<file path="src/tmcu_pkg.sv">
// Package: register map, field layout and constants of the 8-bit timer
package tmcu_pkg;
  // Register indices and their byte offsets
  localparam int TMCU_NREG = 7;
  localparam int TMCU_R_CTRL_A = 0;
  localparam int TMCU_R_CTRL_B = 1;
  localparam int TMCU_R_COUNT = 2;
  localparam int TMCU_R_CMP_A = 3;
  localparam int TMCU_R_CMP_B = 4;
  localparam int TMCU_R_MASK = 5;
  localparam int TMCU_R_FLAG = 6;
  localparam logic [7:0] TMCU_OFS [TMCU_NREG] = '{8'h00, 8'h04, 8'h08, 8'h0c,
    8'h10, 8'h14, 8'h18};
  localparam logic [7:0] TMCU_RST = 8'h00;
  localparam logic [7:0] TMCU_BOTTOM = 8'h00;
  localparam logic [7:0] TMCU_MAX = 8'hff;
  // Tick source selections
  localparam logic [2:0] TMCU_CS_STOP = 3'h0;
  localparam logic [2:0] TMCU_CS_DIV1 = 3'h1;
  localparam logic [2:0] TMCU_CS_DIV8 = 3'h2;
  localparam logic [2:0] TMCU_CS_DIV64 = 3'h3;
  localparam logic [2:0] TMCU_CS_DIV256 = 3'h4;
  localparam logic [2:0] TMCU_CS_DIV1024 = 3'h5;
  localparam logic [2:0] TMCU_CS_EXT_FALL = 3'h6;
  localparam logic [2:0] TMCU_CS_EXT_RISE = 3'h7;
  localparam logic [9:0] TMCU_PS_M8 = 10'h007;
  localparam logic [9:0] TMCU_PS_M64 = 10'h03f;
  localparam logic [9:0] TMCU_PS_M256 = 10'h0ff;
  localparam logic [9:0] TMCU_PS_M1024 = 10'h3ff;
  // Waveform modes
  localparam logic [2:0] TMCU_WG_NORMAL = 3'h0;
  localparam logic [2:0] TMCU_WG_CTC = 3'h2;
  // Compare output modes
  localparam logic [1:0] TMCU_COM_OFF = 2'h0;
  localparam logic [1:0] TMCU_COM_TOGGLE = 2'h1;
  localparam logic [1:0] TMCU_COM_CLEAR = 2'h2;
  localparam logic [1:0] TMCU_COM_SET = 2'h3;
  localparam logic [1:0] TMCU_RESP_OKAY = 2'h0;
  localparam logic [1:0] TMCU_RESP_SLVERR = 2'h2;
  typedef struct packed {
    logic [1:0] com_a;
    logic [1:0] com_b;
    logic [1:0] rsvd;
    logic [1:0] wgm_lo;
  } tmcu_ctrl_a_t;
  typedef struct packed {
    logic force_a;
    logic force_b;
    logic [1:0] rsvd;
    logic wgm2;
    logic [2:0] cs;
  } tmcu_ctrl_b_t;
  typedef struct packed {
    logic match_b;
    logic match_a;
    logic wrap;
  } tmcu_irq_t;
  typedef enum logic {TMCU_DIR_UP, TMCU_DIR_DOWN} tmcu_dir_t;
endpackage

</file>
<file path="src/tmcu_top.sv">
// Module: 8-bit timer/counter with two compare units behind AXI4-Lite
//
// Register access over AXI4-Lite and the address map were left to the implementer.
`timescale 1ns/1ns
`default_nettype none
// Operation
// - Counter and compare registers are 8 bits
// - Tick from prescaler or external pin edge
// - Select zero stops the counter
// - Counter readable and writable at any time
// - Software counter write beats counting
// - Each tick clears, increments or decrements
// - Bottom is 0x00, max is 0xFF
// - Top is 0xFF or compare A
// - Mode field split across both controls
// - Wrap flag set per mode, can interrupt
// - Comparators match counter against each compare
// - Match flag set on next tick
// - Servicing interrupt clears its match flag
// - Writing one clears a flag
// - Three flags, each individually maskable
// - Compare double buffered only in PWM modes
// - Buffer copied to compare at top
// - Without buffering, writes reach compare directly
// - Force strobe acts as match in non-PWM modes only, no flag
// - Counter write blocks matches next tick
// - Output modes immediate, output state kept
// - Normal mode wraps, flag when zero
// - Clear-on-match mode clears at compare A
// - Fast PWM single slope to top
// - Reset forces output state to zero
module tmcu_top
  import tmcu_pkg::*;
#(
  parameter int ADDR_W = 8
)(
  input wire logic aclk,
  input wire logic aresetn,
  input wire logic ce,
  input wire logic [ADDR_W-1:0] s_axi_awaddr,
  input wire logic s_axi_awvalid,
  output logic s_axi_awready,
  input wire logic [31:0] s_axi_wdata,
  input wire logic [3:0] s_axi_wstrb,
  input wire logic s_axi_wvalid,
  output logic s_axi_wready,
  output logic [1:0] s_axi_bresp,
  output logic s_axi_bvalid,
  input wire logic s_axi_bready,
  input wire logic [ADDR_W-1:0] s_axi_araddr,
  input wire logic s_axi_arvalid,
  output logic s_axi_arready,
  output logic [31:0] s_axi_rdata,
  output logic [1:0] s_axi_rresp,
  output logic s_axi_rvalid,
  input wire logic s_axi_rready,
  input wire logic ext_count_pin,
  input wire logic [2:0] int_ack,
  output logic [2:0] irq_req,
  output logic [1:0] compare_out,
  output logic [1:0] compare_out_en
);

  if (ADDR_W < 8) begin : g_bad_addr
    $error("ADDR_W must be at least 8");
  end

  // Bus slave state
  logic awready_q, wready_q, bvalid_q, arready_q, rvalid_q;
  logic aw_have_q, w_have_q, w_strb0_q;
  logic [ADDR_W-1:0] aw_addr_q;
  logic [7:0] w_data_q;
  logic [1:0] bresp_q, rresp_q;
  logic [31:0] rdata_q;
  logic [7:0] rd_byte;
  logic [TMCU_NREG-1:0] wsel, rsel;
  wire aw_take = s_axi_awvalid & awready_q;
  wire w_take = s_axi_wvalid & wready_q;
  wire ar_take = s_axi_arvalid & arready_q;
  wire wr_fire = aw_have_q & w_have_q & ~bvalid_q;
  wire wr_en = wr_fire & w_strb0_q;
  wire aw_have_d = aw_take | (aw_have_q & ~wr_fire);
  wire w_have_d = w_take | (w_have_q & ~wr_fire);
  wire rvalid_d = ar_take | (rvalid_q & ~s_axi_rready);
  wire [ADDR_W-1:0] aw_word = {aw_addr_q[ADDR_W-1:2], 2'b00};
  wire [ADDR_W-1:0] ar_word = {s_axi_araddr[ADDR_W-1:2], 2'b00};

  for (genvar r = 0; r < TMCU_NREG; r++) begin : g_dec
    assign wsel[r] = aw_word == ADDR_W'(TMCU_OFS[r]);
    assign rsel[r] = ar_word == ADDR_W'(TMCU_OFS[r]);
  end

  // Timer state
  tmcu_ctrl_a_t ctrl_a_q;
  tmcu_ctrl_b_t ctrl_b_q;
  tmcu_irq_t flags_q, flags_d, mask_q, irq_q, flag_set, flag_clr;
  tmcu_dir_t dir_q, dir_d;
  logic [7:0] cnt_q, cnt_d, cnt_nx;
  logic [7:0] cmp_q [2];
  logic [7:0] buf_q [2];
  logic [1:0] oc_q, oc_en_q, eq, mev, force_m;
  logic [9:0] pre_q;
  logic ext_s1_q, ext_s2_q, ext_s3_q;
  logic block_q, tick;

  wire [2:0] mode = {ctrl_b_q.wgm2, ctrl_a_q.wgm_lo};
  // Odd modes are the PWM modes; bit 1 tells fast from phase correct
  wire pwm = mode[0];
  wire fast = mode[0] & mode[1];
  wire phase = mode[0] & ~mode[1];
  wire top_is_a = (mode == TMCU_WG_CTC) | (mode[2] & mode[0]);
  wire [7:0] top = top_is_a ? cmp_q[0] : TMCU_MAX;
  wire at_top = cnt_q == top;
  wire at_bot = cnt_q == TMCU_BOTTOM;
  wire at_max = cnt_q == TMCU_MAX;
  wire sw_cnt_wr = wr_en & wsel[TMCU_R_COUNT];
  wire ctrl_b_wr = wr_en & wsel[TMCU_R_CTRL_B];
  wire going_down = (dir_q == TMCU_DIR_DOWN) ? ~at_bot : at_top;
  wire load = tick & at_top & pwm;
  wire ext_rise = ext_s2_q & ~ext_s3_q;
  wire ext_fall = ~ext_s2_q & ext_s3_q;

  // Tick source; select zero gives no tick at all
  always_comb
  begin
    case (ctrl_b_q.cs)
      TMCU_CS_STOP: tick = 1'b0;
      TMCU_CS_DIV1: tick = 1'b1;
      TMCU_CS_DIV8: tick = (pre_q & TMCU_PS_M8) == TMCU_PS_M8;
      TMCU_CS_DIV64: tick = (pre_q & TMCU_PS_M64) == TMCU_PS_M64;
      TMCU_CS_DIV256: tick = (pre_q & TMCU_PS_M256) == TMCU_PS_M256;
      TMCU_CS_DIV1024: tick = pre_q == TMCU_PS_M1024;
      TMCU_CS_EXT_FALL: tick = ext_fall;
      TMCU_CS_EXT_RISE: tick = ext_rise;
      default: tick = 1'b0;
    endcase
  end

  // Next count on a tick
  always_comb
  begin
    dir_d = TMCU_DIR_UP;
    if (phase)
    begin
      dir_d = going_down ? TMCU_DIR_DOWN : TMCU_DIR_UP;
      cnt_nx = going_down ? cnt_q - 8'h01 : cnt_q + 8'h01;
    end
    else if (fast | (mode == TMCU_WG_CTC))
      cnt_nx = at_top ? TMCU_BOTTOM : cnt_q + 8'h01;
    else
      cnt_nx = cnt_q + 8'h01;
  end

  // Software write wins over any count step
  assign cnt_d = sw_cnt_wr ? w_data_q : (tick ? cnt_nx : cnt_q);

  assign flag_set.wrap = tick & (fast ? at_top : (phase ? at_bot : at_max));
  assign flag_set.match_a = mev[0];
  assign flag_set.match_b = mev[1];
  assign flag_clr = (wr_en & wsel[TMCU_R_FLAG] ? w_data_q[2:0] : 3'h0) | int_ack;
  // A new event beats a clear in the same cycle
  assign flags_d = (flags_q & ~flag_clr) | flag_set;

  always_ff @(posedge aclk)
  begin
    if (!aresetn)
    begin
      pre_q <= 10'h000;
      ext_s1_q <= 1'b0;
      ext_s2_q <= 1'b0;
      ext_s3_q <= 1'b0;
      cnt_q <= TMCU_RST;
      dir_q <= TMCU_DIR_UP;
      block_q <= 1'b0;
      flags_q <= 3'h0;
      mask_q <= 3'h0;
      irq_q <= 3'h0;
      ctrl_a_q <= TMCU_RST;
      ctrl_b_q <= TMCU_RST;
    end
    else if (ce)
    begin
      pre_q <= pre_q + 10'h001;
      ext_s1_q <= ext_count_pin;
      ext_s2_q <= ext_s1_q;
      ext_s3_q <= ext_s2_q;
      cnt_q <= cnt_d;
      if (tick)
        dir_q <= dir_d;
      // Blocking lasts until the next tick, even while stopped
      block_q <= sw_cnt_wr | (block_q & ~tick);
      flags_q <= flags_d;
      irq_q <= flags_q & mask_q;
      if (wr_en & wsel[TMCU_R_MASK])
        mask_q <= w_data_q[2:0];
      if (wr_en & wsel[TMCU_R_CTRL_A])
        ctrl_a_q <= {w_data_q[7:4], 2'b00, w_data_q[1:0]};
      if (ctrl_b_wr)
        ctrl_b_q <= {4'h0, w_data_q[3:0]};
    end
  end

  for (genvar i = 0; i < 2; i++) begin : g_cmp
    logic [1:0] com;
    logic oc_d;
    wire cmp_wr = wr_en & wsel[TMCU_R_CMP_A + i];
    assign com = (i == 0) ? ctrl_a_q.com_a : ctrl_a_q.com_b;
    assign eq[i] = cnt_q == cmp_q[i];
    assign mev[i] = tick & eq[i] & ~block_q;
    assign force_m[i] = ctrl_b_wr & ~pwm & w_data_q[7 - i];

    // Output mode takes effect at once, it is never buffered
    always_comb
    begin
      oc_d = oc_q[i];
      if (!pwm)
      begin
        if (mev[i] | force_m[i])
        begin
          case (com)
            TMCU_COM_TOGGLE: oc_d = ~oc_q[i];
            TMCU_COM_CLEAR: oc_d = 1'b0;
            TMCU_COM_SET: oc_d = 1'b1;
            default: oc_d = oc_q[i];
          endcase
        end
      end
      else if (com == TMCU_COM_TOGGLE)
      begin
        if (mev[i] && (i == 0) && mode[2])
          oc_d = ~oc_q[i];
      end
      else if (com[1])
      begin
        // Bottom beats a match at top, so compare equal to top keeps the bottom level
        if (fast && tick && at_top)
          oc_d = ~com[0];
        else if (mev[i])
          oc_d = (phase && dir_q == TMCU_DIR_DOWN) ? ~com[0] : com[0];
      end
    end

    always_ff @(posedge aclk)
    begin
      if (!aresetn)
      begin
        cmp_q[i] <= TMCU_RST;
        buf_q[i] <= TMCU_RST;
        oc_q[i] <= 1'b0;
        oc_en_q[i] <= 1'b0;
      end
      else if (ce)
      begin
        if (cmp_wr)
          buf_q[i] <= w_data_q;
        if (cmp_wr & ~pwm)
          cmp_q[i] <= w_data_q;
        else if (load)
          cmp_q[i] <= buf_q[i];
        oc_q[i] <= oc_d;
        oc_en_q[i] <= com != TMCU_COM_OFF;
      end
    end
  end

  // Read mux; compare reads show the buffer only while it is in use
  always_comb
  begin
    rd_byte = 8'h00;
    if (rsel[TMCU_R_CTRL_A])
      rd_byte = ctrl_a_q;
    if (rsel[TMCU_R_CTRL_B])
      rd_byte = ctrl_b_q;
    if (rsel[TMCU_R_COUNT])
      rd_byte = cnt_q;
    if (rsel[TMCU_R_CMP_A])
      rd_byte = pwm ? buf_q[0] : cmp_q[0];
    if (rsel[TMCU_R_CMP_B])
      rd_byte = pwm ? buf_q[1] : cmp_q[1];
    if (rsel[TMCU_R_MASK])
      rd_byte = {5'h00, mask_q};
    if (rsel[TMCU_R_FLAG])
      rd_byte = {5'h00, flags_q};
  end

  always_ff @(posedge aclk)
  begin
    if (!aresetn)
    begin
      awready_q <= 1'b0;
      wready_q <= 1'b0;
      aw_have_q <= 1'b0;
      w_have_q <= 1'b0;
      aw_addr_q <= '0;
      w_data_q <= 8'h00;
      w_strb0_q <= 1'b0;
      bvalid_q <= 1'b0;
      bresp_q <= TMCU_RESP_OKAY;
      arready_q <= 1'b0;
      rvalid_q <= 1'b0;
      rdata_q <= 32'h0000_0000;
      rresp_q <= TMCU_RESP_OKAY;
    end
    else if (ce)
    begin
      aw_have_q <= aw_have_d;
      w_have_q <= w_have_d;
      awready_q <= ~aw_have_d;
      wready_q <= ~w_have_d;
      if (aw_take)
        aw_addr_q <= s_axi_awaddr;
      if (w_take)
      begin
        w_data_q <= s_axi_wdata[7:0];
        w_strb0_q <= s_axi_wstrb[0];
      end
      if (wr_fire)
      begin
        bvalid_q <= 1'b1;
        bresp_q <= (|wsel) ? TMCU_RESP_OKAY : TMCU_RESP_SLVERR;
      end
      else if (s_axi_bready)
        bvalid_q <= 1'b0;
      rvalid_q <= rvalid_d;
      arready_q <= ~rvalid_d;
      if (ar_take)
      begin
        rdata_q <= {24'h000000, rd_byte};
        rresp_q <= (|rsel) ? TMCU_RESP_OKAY : TMCU_RESP_SLVERR;
      end
    end
  end

  assign s_axi_awready = awready_q;
  assign s_axi_wready = wready_q;
  assign s_axi_bvalid = bvalid_q;
  assign s_axi_bresp = bresp_q;
  assign s_axi_arready = arready_q;
  assign s_axi_rvalid = rvalid_q;
  assign s_axi_rdata = rdata_q;
  assign s_axi_rresp = rresp_q;
  assign irq_req = irq_q;
  assign compare_out = oc_q;
  assign compare_out_en = oc_en_q;
endmodule
`default_nettype wire

</file>
<file path="config.mk">
export PLATFORM = sky130hd
export DESIGN_NAME = tmcu_top
export DESIGN_NICKNAME = d
export VERILOG_FILES = /design/src/tmcu_pkg.sv /design/src/tmcu_top.sv
export SDC_FILE = /design/constraint.sdc
export NUM_CORES = 1
export LEC_CHECK = 0
export BUFFER_PORTS_ARGS = -buffer_cell sky130_fd_sc_hd__buf_2
export CORE_MARGIN = 2
export CORE_UTILIZATION = 55
export CTS_CLUSTER_DIAMETER = 30
export CTS_CLUSTER_SIZE = 24
export DETAILED_ROUTE_END_ITERATION = 8
export GPL_TIMING_DRIVEN = 1
export PLACE_DENSITY = 0.79
export SYNTH_ARGS = -nofsm -noshare
export SYNTH_HDL_FRONTEND = slang
export SYNTH_SLANG_ARGS = --single-unit
</file>
<file path="constraint.sdc">
create_clock -name aclk -period 3.2 [get_ports aclk]
set_input_delay 0.16 -clock aclk [delete_from_list [all_inputs] [get_ports aclk]]
set_output_delay 0.16 -clock aclk [all_outputs]
set_load 0.03 [all_outputs]
</file>
Yosys cells after proc, flatten, opt, wreduce, memory -nomap -nowiden
Memories as Yosys holds them, arrays and structs flattened.
Cells that the tools add are included.
{ "totals": {"mem_bits_rw": 32, "regBits": 82, "latchBits": 0, "mem_count": 2, "output_inout_bits": 48, "rom_bits": 0, "in_bits": 64} }
{ "classes": {"n_eq_ne": 40, "n_reduce_logical": 30, "n_bitwise": 70, "n_lt_le_gt_ge": 0, "muxes": 76, "n_shift": 0, "add_sub_neg": 3, "multipliers": 0, "n_div": 0} }
{ "memory_table": {"columns": ["memory", "words", "word_bits", "read_ports", "rd_clocked_by_memory_dff", "wr", "line_no", "text"], "rows": [
  ["buf_q", 2, 8, 2, 0, 2, "tmcu_top.sv:100", "logic [7:0] buf_q [2];"],
  ["cmp_q", 2, 8, 2, 0, 2, "tmcu_top.sv:99", "logic [7:0] cmp_q [2];"]
]} }
{ "op_table": {"columns": ["cell", "count"], "rows": [
  ["$mux 8", 22],
  ["$mux 1", 48],
  ["$eq 6x3->1 const B", 6],
  ["$and 1x1->1", 34],
  ["$eq 6x2->1 const B", 4],
  ["$eq 8x8->1", 3],
  ["$logic_not 8->1", 3],
  ["$reduce_and 2->1", 10],
  ["$not 1->1", 17],
  ["$eq 8x8->1 const B", 2],
  ["$eq 3x3->1 const B", 5],
  ["$or 1x1->1", 14],
  ["$reduce_or 7->1", 2],
  ["$eq 6x1->1 const B", 2],
  ["$reduce_and 6->1", 2],
  ["$reduce_bool 2->1", 6],
  ["$add 10x1->10 const B", 1],
  ["$eq 10x10->1 const B", 1],
  ["$eq 3x2->1 const B", 3],
  ["$add 8x1->8 const B", 1],
  ["$eq 2x2->1 const B", 4],
  ["$pmux 1 s8", 1],
  ["$reduce_bool 4->1", 2],
  ["$sub 8x1->8 const B", 1],
  ["16 further kinds", 25]
]} }

Depth between registers and ports, before layout
Gate-level depths: netlist of run 1.
{ "logic_depth": {"ltp_word": 12, "mapped_depth": 10, "ltp_nobuf": 9} }

Worst setup path before layout of run 1
OpenSTA, ideal clock, no wires.
{ "synth_path": {"kind": "reg2reg", "startpoint": "register cnt_q[1]", "endpoint": "memory cmp_q[1][0] (enable)", "stages_incl_launch_ff": 10, "n_path_buf": 2, "path_slack_ns": 0.612, "setup_ns": 0.384, "t_arrival_ns": 2.204, "path_cell_list": "dfxtp_1 > buf_6 > nor2b_4 > nor4_4 > nand4b_4 > a21o_2 > nor3_2 > buf_2 > nor2_1 > o21ai_0"} }
{ "synth_rtl": {"columns": ["element", "line_no", "text"], "rows": [
  ["start, declared", "tmcu_top.sv:98", "logic [7:0] cnt_q, cnt_d, cnt_nx;"],
  ["start signal, assigned", "tmcu_top.sv:187", "cnt_q <= cnt_d;"],
  ["end, declared", "tmcu_top.sv:99", null]
]} }

==> impl_results.md, run 1 <==
- Number of global-route vias before repair: 5,505
- Slew headroom: 0.202
- H-tree depth: 3
- Max-Cap Viols: 0
- P_leak: 2.62 nW
- CP bufs+invs: 0
- Worst EP required: 3.18 ns
- Internal cell power: 2.19 mW
- Simple-gate share of the synthesized area: 0.243
- Chip height: 112 um
- Worst-Skew Late Latency: approximately 0.36 ns
- Num CTS Buffers: 9
- Final period util: 0.851
- Die area: ~0.012 mm2
- I/O pin count: 112
- Clock Power Share: 0.411
- Worst Setup End Kind: flop
- Clock Path Buffers: 2
- CP cell instances: and2b_1, nor4_4, nand4b_4, a21o_2, nor3_2, nor2_1, o21ai_0
- Sequential power share: 0.507
- Vias after detailed routing: 5,758
- Largest family of logic cells by synthesized area: simple AND/OR/NAND/NOR gates
- Final GP Congestion: about 0.96
- Count of final hold-check violations: 0
- Util after Layout: 0.615
- Vias per cell: approximately 6.3
- Postcts setup bufs: 0
- Root buffer cell: clkbuf_16
- CTS Hold Bufs: 0
- Tot GR Track Use: 0.284
- Mapped Area: 0.00639 mm2
- Final setup fails: 0
- Seq cells post-synth: 110
- Drt first pass iters: 5
- CP max FO: 11
- Number of clock sinks: 110
- Synth area leader: dfxtp_1
- Post-route ant nets: 0
- Detailed placement HPWL: 12.7 mm
- Sw frac: 0.258
- Mux contribution to synthesized area: 0.0625
- WL per Instance: 19.1 um
- Initial antenna violation count: 0
- Seq/Total Area, Yosys: 0.395
- Ys async rst share: 0
- DRC Markers: 0
- Post-route minimum period: 2.72 ns
- IR Drop Worst-Case VDD: 0.465 mV
- CP max stage cell: dfxtp_1
- Design Power: 2.96 mW
- Status: completed
- Worst Hold End: aw_addr_q[7]
- Pwr dens: about 420 mW/mm2
- Reg2reg setup slack: between 0.4 and 0.5 ns
- Synth top area cells: dfxtp_1, edfxtp_1, mux2i_1
- Max Fclk: about 0.37 GHz
- Share of layout cells above drive strength 1: 0.140
- Clock-pin slew on the worst setup and hold paths: 0.08 ns
- R2R depth: 7
- Yosys Warn Count: 0
- Synth Area in XOR/XNOR: 0.0233
- Nets: 842
- P&R area growth vs syn: 9.52%
- Final WL: ~18 mm
- Worst EP arrival: 2.70 ns
- First-pass GRT wire length: about 28 mm
- Worst slew pin tran: roughly 1.2 ns
- CP delay by family, top: simple AND/OR/NAND/NOR gates
- Slew Limit Fails: 0
- Top-area cell type share of the netlist area: 0.244
- Peak per-stage delay on the critical path: 0.58 ns
- RSZ-0062 raised after global routing: no
- Net load switching power: ~760 uW
- Critical path class: flop to flop
- Syn avg cell area: around 8.8 um2
- FP Rows: 39
- Pin count of the biggest net entering global routing: 45
- Buffers on Ports: 54
- Die span in x: 112 um
- Unique masters post-synth: 77
- Startpoint types: flop
- Main synth FF type: dfxtp_1
- Syn Inst Count: 729
- Post-cts resize count: 0
- HP Start: s_axi_awaddr[7]
- EDFF count, synth: 32
- Total grt overflow: 0
- Clock Skews: approximately 0.012 ns
- FILL cells: 945
- Compound-gate portion of the synthesized area: 0.187
- RR Endpoint: cmp_q[1][7]
- Adder-cell area share of the yosys netlist: 0.0176
- Worst r2r src: cnt_q[2]
- Antenna fix cells: 0
- Comb power frac: 0.082
- Setup Total Neg Slack: 0 ns
- Initial Utilization: 0.562
- CTS tree: done
- WHS Path Cells: 3
- Initial DRC count: 525
- Hold Path Class: primary input to flop
- Core box area: approximately 0.011 mm2
-- worst max path at each step --
stage	startpoint	endpoint	slack, ns	cells past startpoint
after floorplan	cnt_q[1]	cmp_q[1][0]	0.61	9
after global placement	cnt_q[4]	cmp_q[1][4]	0.57	7
after detailed placement	cnt_q[3]	cmp_q[1][7]	0.52	7
after CTS	cnt_q[4]	cmp_q[1][7]	0.52	7
after global routing	cnt_q[4]	cmp_q[1][4]	0.23	7
final	cnt_q[2]	cmp_q[1][7]	0.48	7
-- state kept, by name, summed over array words and instances, names as in the netlist, 3 cells and up --
register and count:
buf_q 16, pre_q 10, mask_q 3, w_data_q 8, cmp_q 16, flags_q 3
irq_req 3, g_cmp.com 4, ctrl_b_q 4, aw_addr_q 6, cnt_q 8, s_axi_rdata 8
-- cells in the final DEF (no fill, tap or decap), types with 7 or more instances in the layout --
master     instances
nand2_1           69
nand2b_1           7
mux2i_1           32
nor4_1             9
edfxtp_1          32
clkbuf_16         11
nor2_1            74
buf_2             54
a22oi_1           17
and2_1            16
dfxtp_1           78
buf_4             16
nor2b_1           10
nor3_1            22
a22o_1            17
ha_1               9
nand4_1            8
conb_1            26
o21ai_0           22
inv_1             14
a21oi_1           56
nand3_1           37
xnor2_1           11
a31oi_1            9
-- per-layer routing --
layer / share of wire / track usage
met1: 0.41 / 0.370
met5: 0 / 0
met3: 0.094 / 0.0664
met2: 0.46 / 0.457
met4: 0.029 / 0.114
-- power groups by stage --
stage	clock [mW]	sequential, mW	combinational [mW]
final	1.22	1.50	0.243
after global routing	1.27	1.50	0.264
after floorplan	0	1.53	0.192
after CTS	1.22	1.50	0.240
after detailed placement	0	1.53	0.238
after global placement	0	1.53	0.233
-- cells by family (layout without fill, tap and decap cells) --
kind of cell,count (synthesis),after routing
DFF,110,110
adders and majority gates,9,9
muxes,37,37
AOI/OAI and AO/OA,178,178
buffers and inverters,84,104
xor gates and xnor gates,17,17
other,1,26
and+or+nand+nor,293,293
-- per-stage QoR --
step | area, um2 | hold WS (ns) | instances | setup WS (ns)
global placement | 6660 | 0.391 | 901 | 0.566
finish | 7000 | 0.0296 | 917 | 0.478
detailed placement | 6660 | 0.398 | 901 | 0.516
CTS | 7000 | 0.0222 | 917 | 0.521
global route | 7000 | 0.0464 | 917 | 0.225
floorplan | 6480 | 0.296 | 754 | 0.612
-- final cells by class --
cell class                      count  area [um2]  share of cell area
Tap cell                          143         179              0.0256
Sequential cell                   110        2520               0.361
Inverter                           18        67.6             0.00966
Timing Repair Buffer               70         390              0.0558
Clock buffer                       12         289              0.0413
Multi-Input combinational cell    560        3500               0.501
Clock inverter                      4        42.5             0.00608
-- synth_stat cells, types with 11 or more instances --
cell	count
a21oi_1	56
a22o_1	17
a22oi_1	17
and2_1	16
buf_4	27
clkbuf_1	22
dfxtp_1	78
edfxtp_1	32
inv_1	14
mux2i_1	32
nand2_1	69
nand3_1	37
nor2_1	74
nor3_1	22
o21ai_0	22
xnor2_1	11
-- tightest hold or removal path, delay by kind of cell --
family	cells	cell delay, ns
buf+inv	1	0.07
mux	1	0.05
simple gates	1	0.07
(Power assumes the default switching activity.)
==> run 2: changes to the inputs <==
--- a/config.mk
+++ b/config.mk
@@ -6,6 +6,7 @@
 export NUM_CORES = 1
 export LEC_CHECK = 0
 export BUFFER_PORTS_ARGS = -buffer_cell sky130_fd_sc_hd__buf_2
+export CORE_ASPECT_RATIO = 1.4
 export CORE_MARGIN = 2
 export CORE_UTILIZATION = 55
 export CTS_CLUSTER_DIAMETER = 30
@@ -13,6 +14,7 @@
 export DETAILED_ROUTE_END_ITERATION = 8
 export GPL_TIMING_DRIVEN = 1
 export PLACE_DENSITY = 0.79
+export SKIP_CTS_REPAIR_TIMING = 1
 export SYNTH_ARGS = -nofsm -noshare
 export SYNTH_HDL_FRONTEND = slang
 export SYNTH_SLANG_ARGS = --single-unit
==> constraint.sdc (replaced) <==
create_clock -name aclk -period 3.2 [get_ports aclk]
set_input_delay 0.32 -clock aclk [delete_from_list [all_inputs] [get_ports aclk]]
set_output_delay 0.32 -clock aclk [all_outputs]
set_load 0.03 [all_outputs]
==> impl_results.md, run 2 (synthesis gave the netlist of run 1 again) <==
- Status: completed
- Chip height: 132 um (+18%)
- R2R depth: 8 (+1)
- Initial antenna violation count: 0 (unchanged)
- Post-route ant nets: 0 (unchanged)
- Worst-Skew Late Latency: 0.36 ns (about the same)
- Num CTS Buffers: 9 (unchanged)
- Max Fclk: 0.350 GHz (-4.7%)
- Tot GR Track Use: 0.301 (+0.0178)
- Antenna fix cells: 0 (unchanged)
- RSZ-0062 raised after global routing: no
- CP max FO: 8 (-3)
- Root buffer cell: clkbuf_16
- Startpoint types: flop
- Largest registers: buf_q (16), cmp_q (16), pre_q (10)
- Util after Layout: 0.616 (about the same)
- Hold Path Class: primary input to flop
- Core box area: 0.0113 mm2 (-0.28%)
- Clock Skews: 0.00909 ns (-0.00244 ns)
- Clock-pin slew on the worst setup and hold paths: 0.08 ns (about the same)
- Worst EP arrival: 2.81 ns (+0.11 ns)
- Worst r2r src: pre_q[0]
- IR Drop Worst-Case VDD: 0.371 mV (-20%)
- FP Rows: 46 (+18%)
- WHS Path Cells: 3 (unchanged)
- Reg2reg setup slack: 0.35 ns (-0.13 ns)
- P_leak: 2.62 nW (about the same)
- Max-Cap Viols: 0 (unchanged)
- DRC Markers: 0 (unchanged)
- First-pass GRT wire length: 29.3 mm (+4.2%)
- Most common cell after layout, fill and taps aside: dfxtp_1
- Commonest cells after routing, fill and taps aside: dfxtp_1, nor2_1, nand2_1, a21oi_1, buf_2
- Final instance area: 0.00698 mm2 (-0.18%)
- # placed instances: 904 (+0.33%)
- Vias after detailed routing: 5,922 (+2.8%)
- HP Start: s_axi_wdata[0]
- Area after DPL: 0.00668 mm2 (+0.24%)
- Share of layout cells above drive strength 1: 0.142 (+0.00222)
- Worst slew pin tran: 1.15 ns (-0.0352 ns)
- Worst Setup End Kind: flop
- H-tree depth: 3 (unchanged)
- Final period util: 0.892 (+0.0415)
- Critical path class: flop to flop
- Total grt overflow: 0 (unchanged)
- Final GP Congestion: 0.983 (+2.6%)
- Clock Path Buffers: 2 (unchanged)
- Nets: 844 (+0.24%)
- Worst EP required: 3.15 ns (-0.03 ns)
- Design Power: 2.89 mW (-2.4%)
- Pin count of the biggest net entering global routing: 44 (-2.2%)
- Drt first pass iters: 6 (+1)
- Slew headroom: 0.225 (+0.0237)
- Detailed placement HPWL: 13.3 mm (+5.1%)
- Pwr dens: 413 mW/mm2 (-2.3%)
- I/O pin count: 112 (unchanged)
- P&R area growth vs syn: 9.32%
- Count of final hold-check violations: 0 (unchanged)
- Slew Limit Fails: 0 (unchanged)
- Buffers on Ports: 54 (unchanged)
- Final WL: 18.3 mm (+4.6%)
- Worst Hold End: w_data_q[0]
- Cell Count, Final, Fillers Out: 920 (+0.33%)
- Post-route minimum period: 2.85 ns (+0.133 ns)
- WL per Instance: 19.9 um (+4.2%)
- Vias per cell: 6.44 (+2.5%)
- Setup Total Neg Slack: 0 ns (unchanged)
- Initial Utilization: 0.563 (+0.00155)
- Final setup fails: 0 (unchanged)
- Initial DRC count: 732 (+39%)
- Die area: 0.0125 mm2 (+0.10%)
- Number of global-route vias before repair: 5,597 (+1.7%)
- Number of clock sinks: 110 (unchanged)
- CTS tree: done
- Multi-input logic area: 0.00350 mm2 (unchanged)
- FILL cells: 923 (-2.3%)
- Die span in x: 95.1 um (-15%)
- Register Area: 0.00252 mm2 (unchanged)
- RR Endpoint: cmp_q[0][7]
-- run 2: cell count changes in the layout (fill, tap and decap cells not counted), sizes merged --
cell | previous run | this run
buf | 70 | 72
clkbuf | 12 | 9
clkinv | 4 | 6
inv | 18 | 19
-- run 2: worst max-delay path by stage --
stage	startpoint	to	slack [ns]	depth (start not counted)
2_1_floorplan	cnt_q[1]	cmp_q[1][0]	0.61	9
3_3_place_gp	pre_q[0]	cmp_q[0][6]	0.48	8
3_5_place_dp	pre_q[0]	cmp_q[0][3]	0.43	8
4_1_cts	pre_q[0]	cmp_q[0][7]	0.40	8
5_1_grt	pre_q[0]	cmp_q[0][6]	0.19	8
6_report	pre_q[0]	cmp_q[0][7]	0.35	8
-- run 2: metrics by stage --
stage	setup WS [ns]	hold slack (ns)
after floorplan	0.612	0.437
after global placement	0.477	0.455
after detailed placement	0.432	0.457
after CTS	0.402	0.191
after global routing	0.188	0.197
final	0.345	0.192
-- run 2: where the power goes --
group | total, mW | switching (mW) | internal [mW]
clock | 1.14 | 0.582 | 0.557
sequential | 1.50 | 0.0349 | 1.46
combinational | 0.250 | 0.176 | 0.0744
total | 2.89 | 0.792 | 2.09
-- run 2: cell type report --
class                           count  share of cell area
Sequential cell                   110               0.361
Multi-Input combinational cell    560               0.502
Tap cell                          144              0.0258
Clock inverter                      7              0.0111
Clock buffer                        9              0.0323
Timing Repair Buffer               72              0.0581
Inverter                           18             0.00968
-- run 2: critical path, stage by stage (launching register included) --
cell and delay [ns]:
dfxtp_1 0.34, ha_1 0.24, ha_1 0.21, nor3b_1 0.15, o21a_1 0.22, o21ai_1 0.52
nor3_2 0.13, nor2_1 0.19, o21ai_0 0.45
-- run 2: metal layers --
metal	track usage	share of wire	vias up
li1	-	-	2722
met1	0.367	0.37	2773
met2	0.508	0.50	345
met3	0.0528	0.082	82
met4	0.138	0.047	0
met5	0	0	-
==> run 3: changes to the inputs <==
--- a/config.mk
+++ b/config.mk
@@ -5,6 +5,7 @@
 export SDC_FILE = /design/constraint.sdc
 export NUM_CORES = 1
 export LEC_CHECK = 0
+export ABC_AREA = 1
 export BUFFER_PORTS_ARGS = -buffer_cell sky130_fd_sc_hd__buf_2
 export CORE_ASPECT_RATIO = 1.4
 export CORE_MARGIN = 2
==> impl_results.md, run 3 <==
- Detailed placement HPWL: 13.2 mm (-0.91%)
- Num CTS Buffers: 9 (unchanged)
- Share of layout cells above drive strength 1: 0.130 (-0.0118)
- Yosys Warn Count: 0 (unchanged)
- Core box area: 0.0113 mm2 (unchanged)
- Syn avg cell area: 7.21 um2 (-18%)
- Slew Limit Fails: 0 (unchanged)
- Largest registers: buf_q (16), cmp_q (16), pre_q (10)
- Final GP Congestion: 0.996 (+1.3%)
- Post-route ant nets: 0 (unchanged)
- Number of clock sinks: 110 (unchanged)
- Initial Utilization: 0.562 (-0.000993)
- Synth top area cells: dfxtp_1, edfxtp_1, nand2_1
- Critical path class: flop to flop
- DRC Markers: 0 (unchanged)
- Vias after detailed routing: 5,926 (+0.068%)
- CP cell instances: ha_1, ha_1, nand2_1, a21oi_1, nand2_1, nand4_2, nand2_1, inv_1, nand4_4, nand2_1
- Worst slew pin tran: 0.975 ns (-0.175 ns)
- Worst Setup End Kind: flop
- Top-count cell post-synth: nand2_1
- Vias per cell: 5.51 (-14%)
- Seq/Total Area, Yosys: 0.396 (+0.000697)
- Commonest cells in the netlist: nand2_1, inv_1, nor2_1
- Root buffer cell: clkbuf_16
- Unique masters post-synth: 46 (-40%)
- RSZ-0062 raised after global routing: no
- Synth area leader: dfxtp_1
- Clock Path Buffers: 2 (unchanged)
- Cell Count, Final, Fillers Out: 1,075 (+17%)
- Worst EP arrival: 2.50 ns (-0.31 ns)
- Worst EP required: 3.22 ns (+0.07 ns)
- Worst Setup SP: pre_q[1]
- Worst r2r src: pre_q[1]
- P_leak: 2.96 nW (+13%)
- Max Fclk: 0.403 GHz (+15%)
- Commonest cells after routing, fill and taps aside: nand2_1, inv_1, nor2_1, a21oi_1, dfxtp_1
- Most frequent CP cell: nand2_1
- Worst-Skew Late Latency: 0.36 ns (about the same)
- Syn Inst Count: 884 (+21%)
- P&R area growth vs syn: 9.18%
- Number of global-route vias before repair: 5,570 (-0.48%)
- Max-Cap Viols: 0 (unchanged)
- First-pass GRT wire length: 27.7 mm (-5.7%)
- Top-area cell type share of the netlist area: 0.245 (+0.000432)
- Drt first pass iters: 5 (-1)
- Die area: 0.0125 mm2 (-0.17%)
- EDFF count, synth: 32 (unchanged)
- Peak per-stage delay on the critical path: 0.39 ns (-0.13 ns)
- H-tree depth: 3 (unchanged)
- Status: completed
- Mapped Area: 0.00638 mm2 (-0.18%)
- Chip height: 131 um (about the same)
- CTS tree: done
- Ys async rst share: 0 (unchanged)
- CP max FO: 20 (+12)
- Final period util: 0.775 (-0.117)
- Post-route minimum period: 2.48 ns (-0.374 ns)
- Final WL: 17.2 mm (-6.0%)
- Initial DRC count: 615 (-16%)
- Slew headroom: 0.344 (+0.119)
- Total grt overflow: 0 (unchanged)
- Pin count of the biggest net entering global routing: 63 (+43%)
- Nets: 999 (+18%)
- FP Rows: 46 (unchanged)
- WL per Instance: 16.0 um (-20%)
- HP Start: ext_count_pin
- # placed instances: 1,059 (+17%)
- Initial antenna violation count: 0 (unchanged)
- Pwr dens: 417 mW/mm2 (+1.0%)
- Antenna fix cells: 0 (unchanged)
- Hold Path Class: primary input to flop
- Main synth FF type: dfxtp_1
- Clock Skews: 0.00925 ns (+0.000165 ns)
- I/O pin count: 112 (unchanged)
- Clock-pin slew on the worst setup and hold paths: 0.07 ns (about the same)
- Buffers on Ports: 54 (unchanged)
- Tot GR Track Use: 0.286 (-0.0154)
- Setup Total Neg Slack: 0 ns (unchanged)
- Startpoint types: flop
- Reg2reg setup slack: 0.72 ns (+0.37 ns)
- IR Drop Worst-Case VDD: 0.462 mV (+25%)
- Seq cells post-synth: 110 (unchanged)
- Most common cell after layout, fill and taps aside: nand2_1
- Final setup fails: 0 (unchanged)
- Die span in x: 95 um (about the same)
- Count of final hold-check violations: 0 (unchanged)
- CP max stage cell: nand2_1
-- run 3: cell count changes after synthesis, sizes merged, moves of 10 or more --
cell   change
xnor2     -10
a22oi     -17
and2      -16
nand3     +27
nor2      +17
inv      +113
a21oi     +24
nor2b     -12
nand2     +86
o21ai     +68
mux2i     -29
a22o      -17
-- run 3: worst paths after layout --
| path | end | cells after the start |
|---|---|---|
| max | cmp_q[1][1] | 10 |
| min | ext_s1_q | 3 |
| max reg2reg | cmp_q[1][1] | 10 |
| min reg2reg | aw_addr_q[7] | 2 |
-- run 3: worst max-delay path: cells and delay by family (launching register included) --
family	cells	cell delay, ns
fa+ha+maj	2	0.35
flops	1	0.36
compound gates	1	0.15
simple gates	6	1.12
buf+inv	1	0.16
-- run 3: layer usage --
layer / global-route usage / wire (um)
met3: 0.0413 / 935
met1: 0.321 / 6370
met5: 0 / 0
met2: 0.489 / 8640
met4: 0.191 / 1290
-- run 3: layout make-up --
cell class,count,area (um2)
fill,1036,4380
multi-input combinational,610,3110
sequential,110,2520
inverter,131,494
timing repair buffer,64,345
clock buffer,9,225
tap,144,180
clock inverter,7,87.6
-- run 3: report_power, final --
part / switching (mW) / total (mW) / internal, mW
Clock: 0.544 / 1.17 / 0.627
Sequential: 0.0340 / 1.50 / 1.47
Combinational: 0.174 / 0.233 / 0.0591
-- run 3: kinds of logic (layout without fill, tap and decap cells) --
family | count (synthesis) | in the layout | share of synthesized area
simple gates | 357 | 357 | 0.262
compound gates | 202 | 202 | 0.170
buf+inv | 189 | 211 | 0.132
flops | 110 | 110 | 0.396
xor+xnor | 13 | 13 | 0.0179
fa+ha+maj | 9 | 9 | 0.0177
mux | 3 | 3 | 0.00471
other cells | 1 | 26 | 0.000588
-- run 3: metrics by stage --
step | utilization | cell area, um2 | total power, mW | setup slack, ns | hold slack (ns)
final | 0.614 | 6960 | 2.91 | 0.719 | 0.186
after global routing | 0.614 | 6960 | 3.00 | 0.490 | 0.221
after CTS | 0.614 | 6960 | 2.92 | 0.717 | 0.183
after detailed placement | 0.586 | 6650 | 1.76 | 0.774 | 0.445
after global placement | 0.586 | 6650 | 1.76 | 0.812 | 0.435
after floorplan | - | 6470 | 1.71 | 1.11 | 0.424
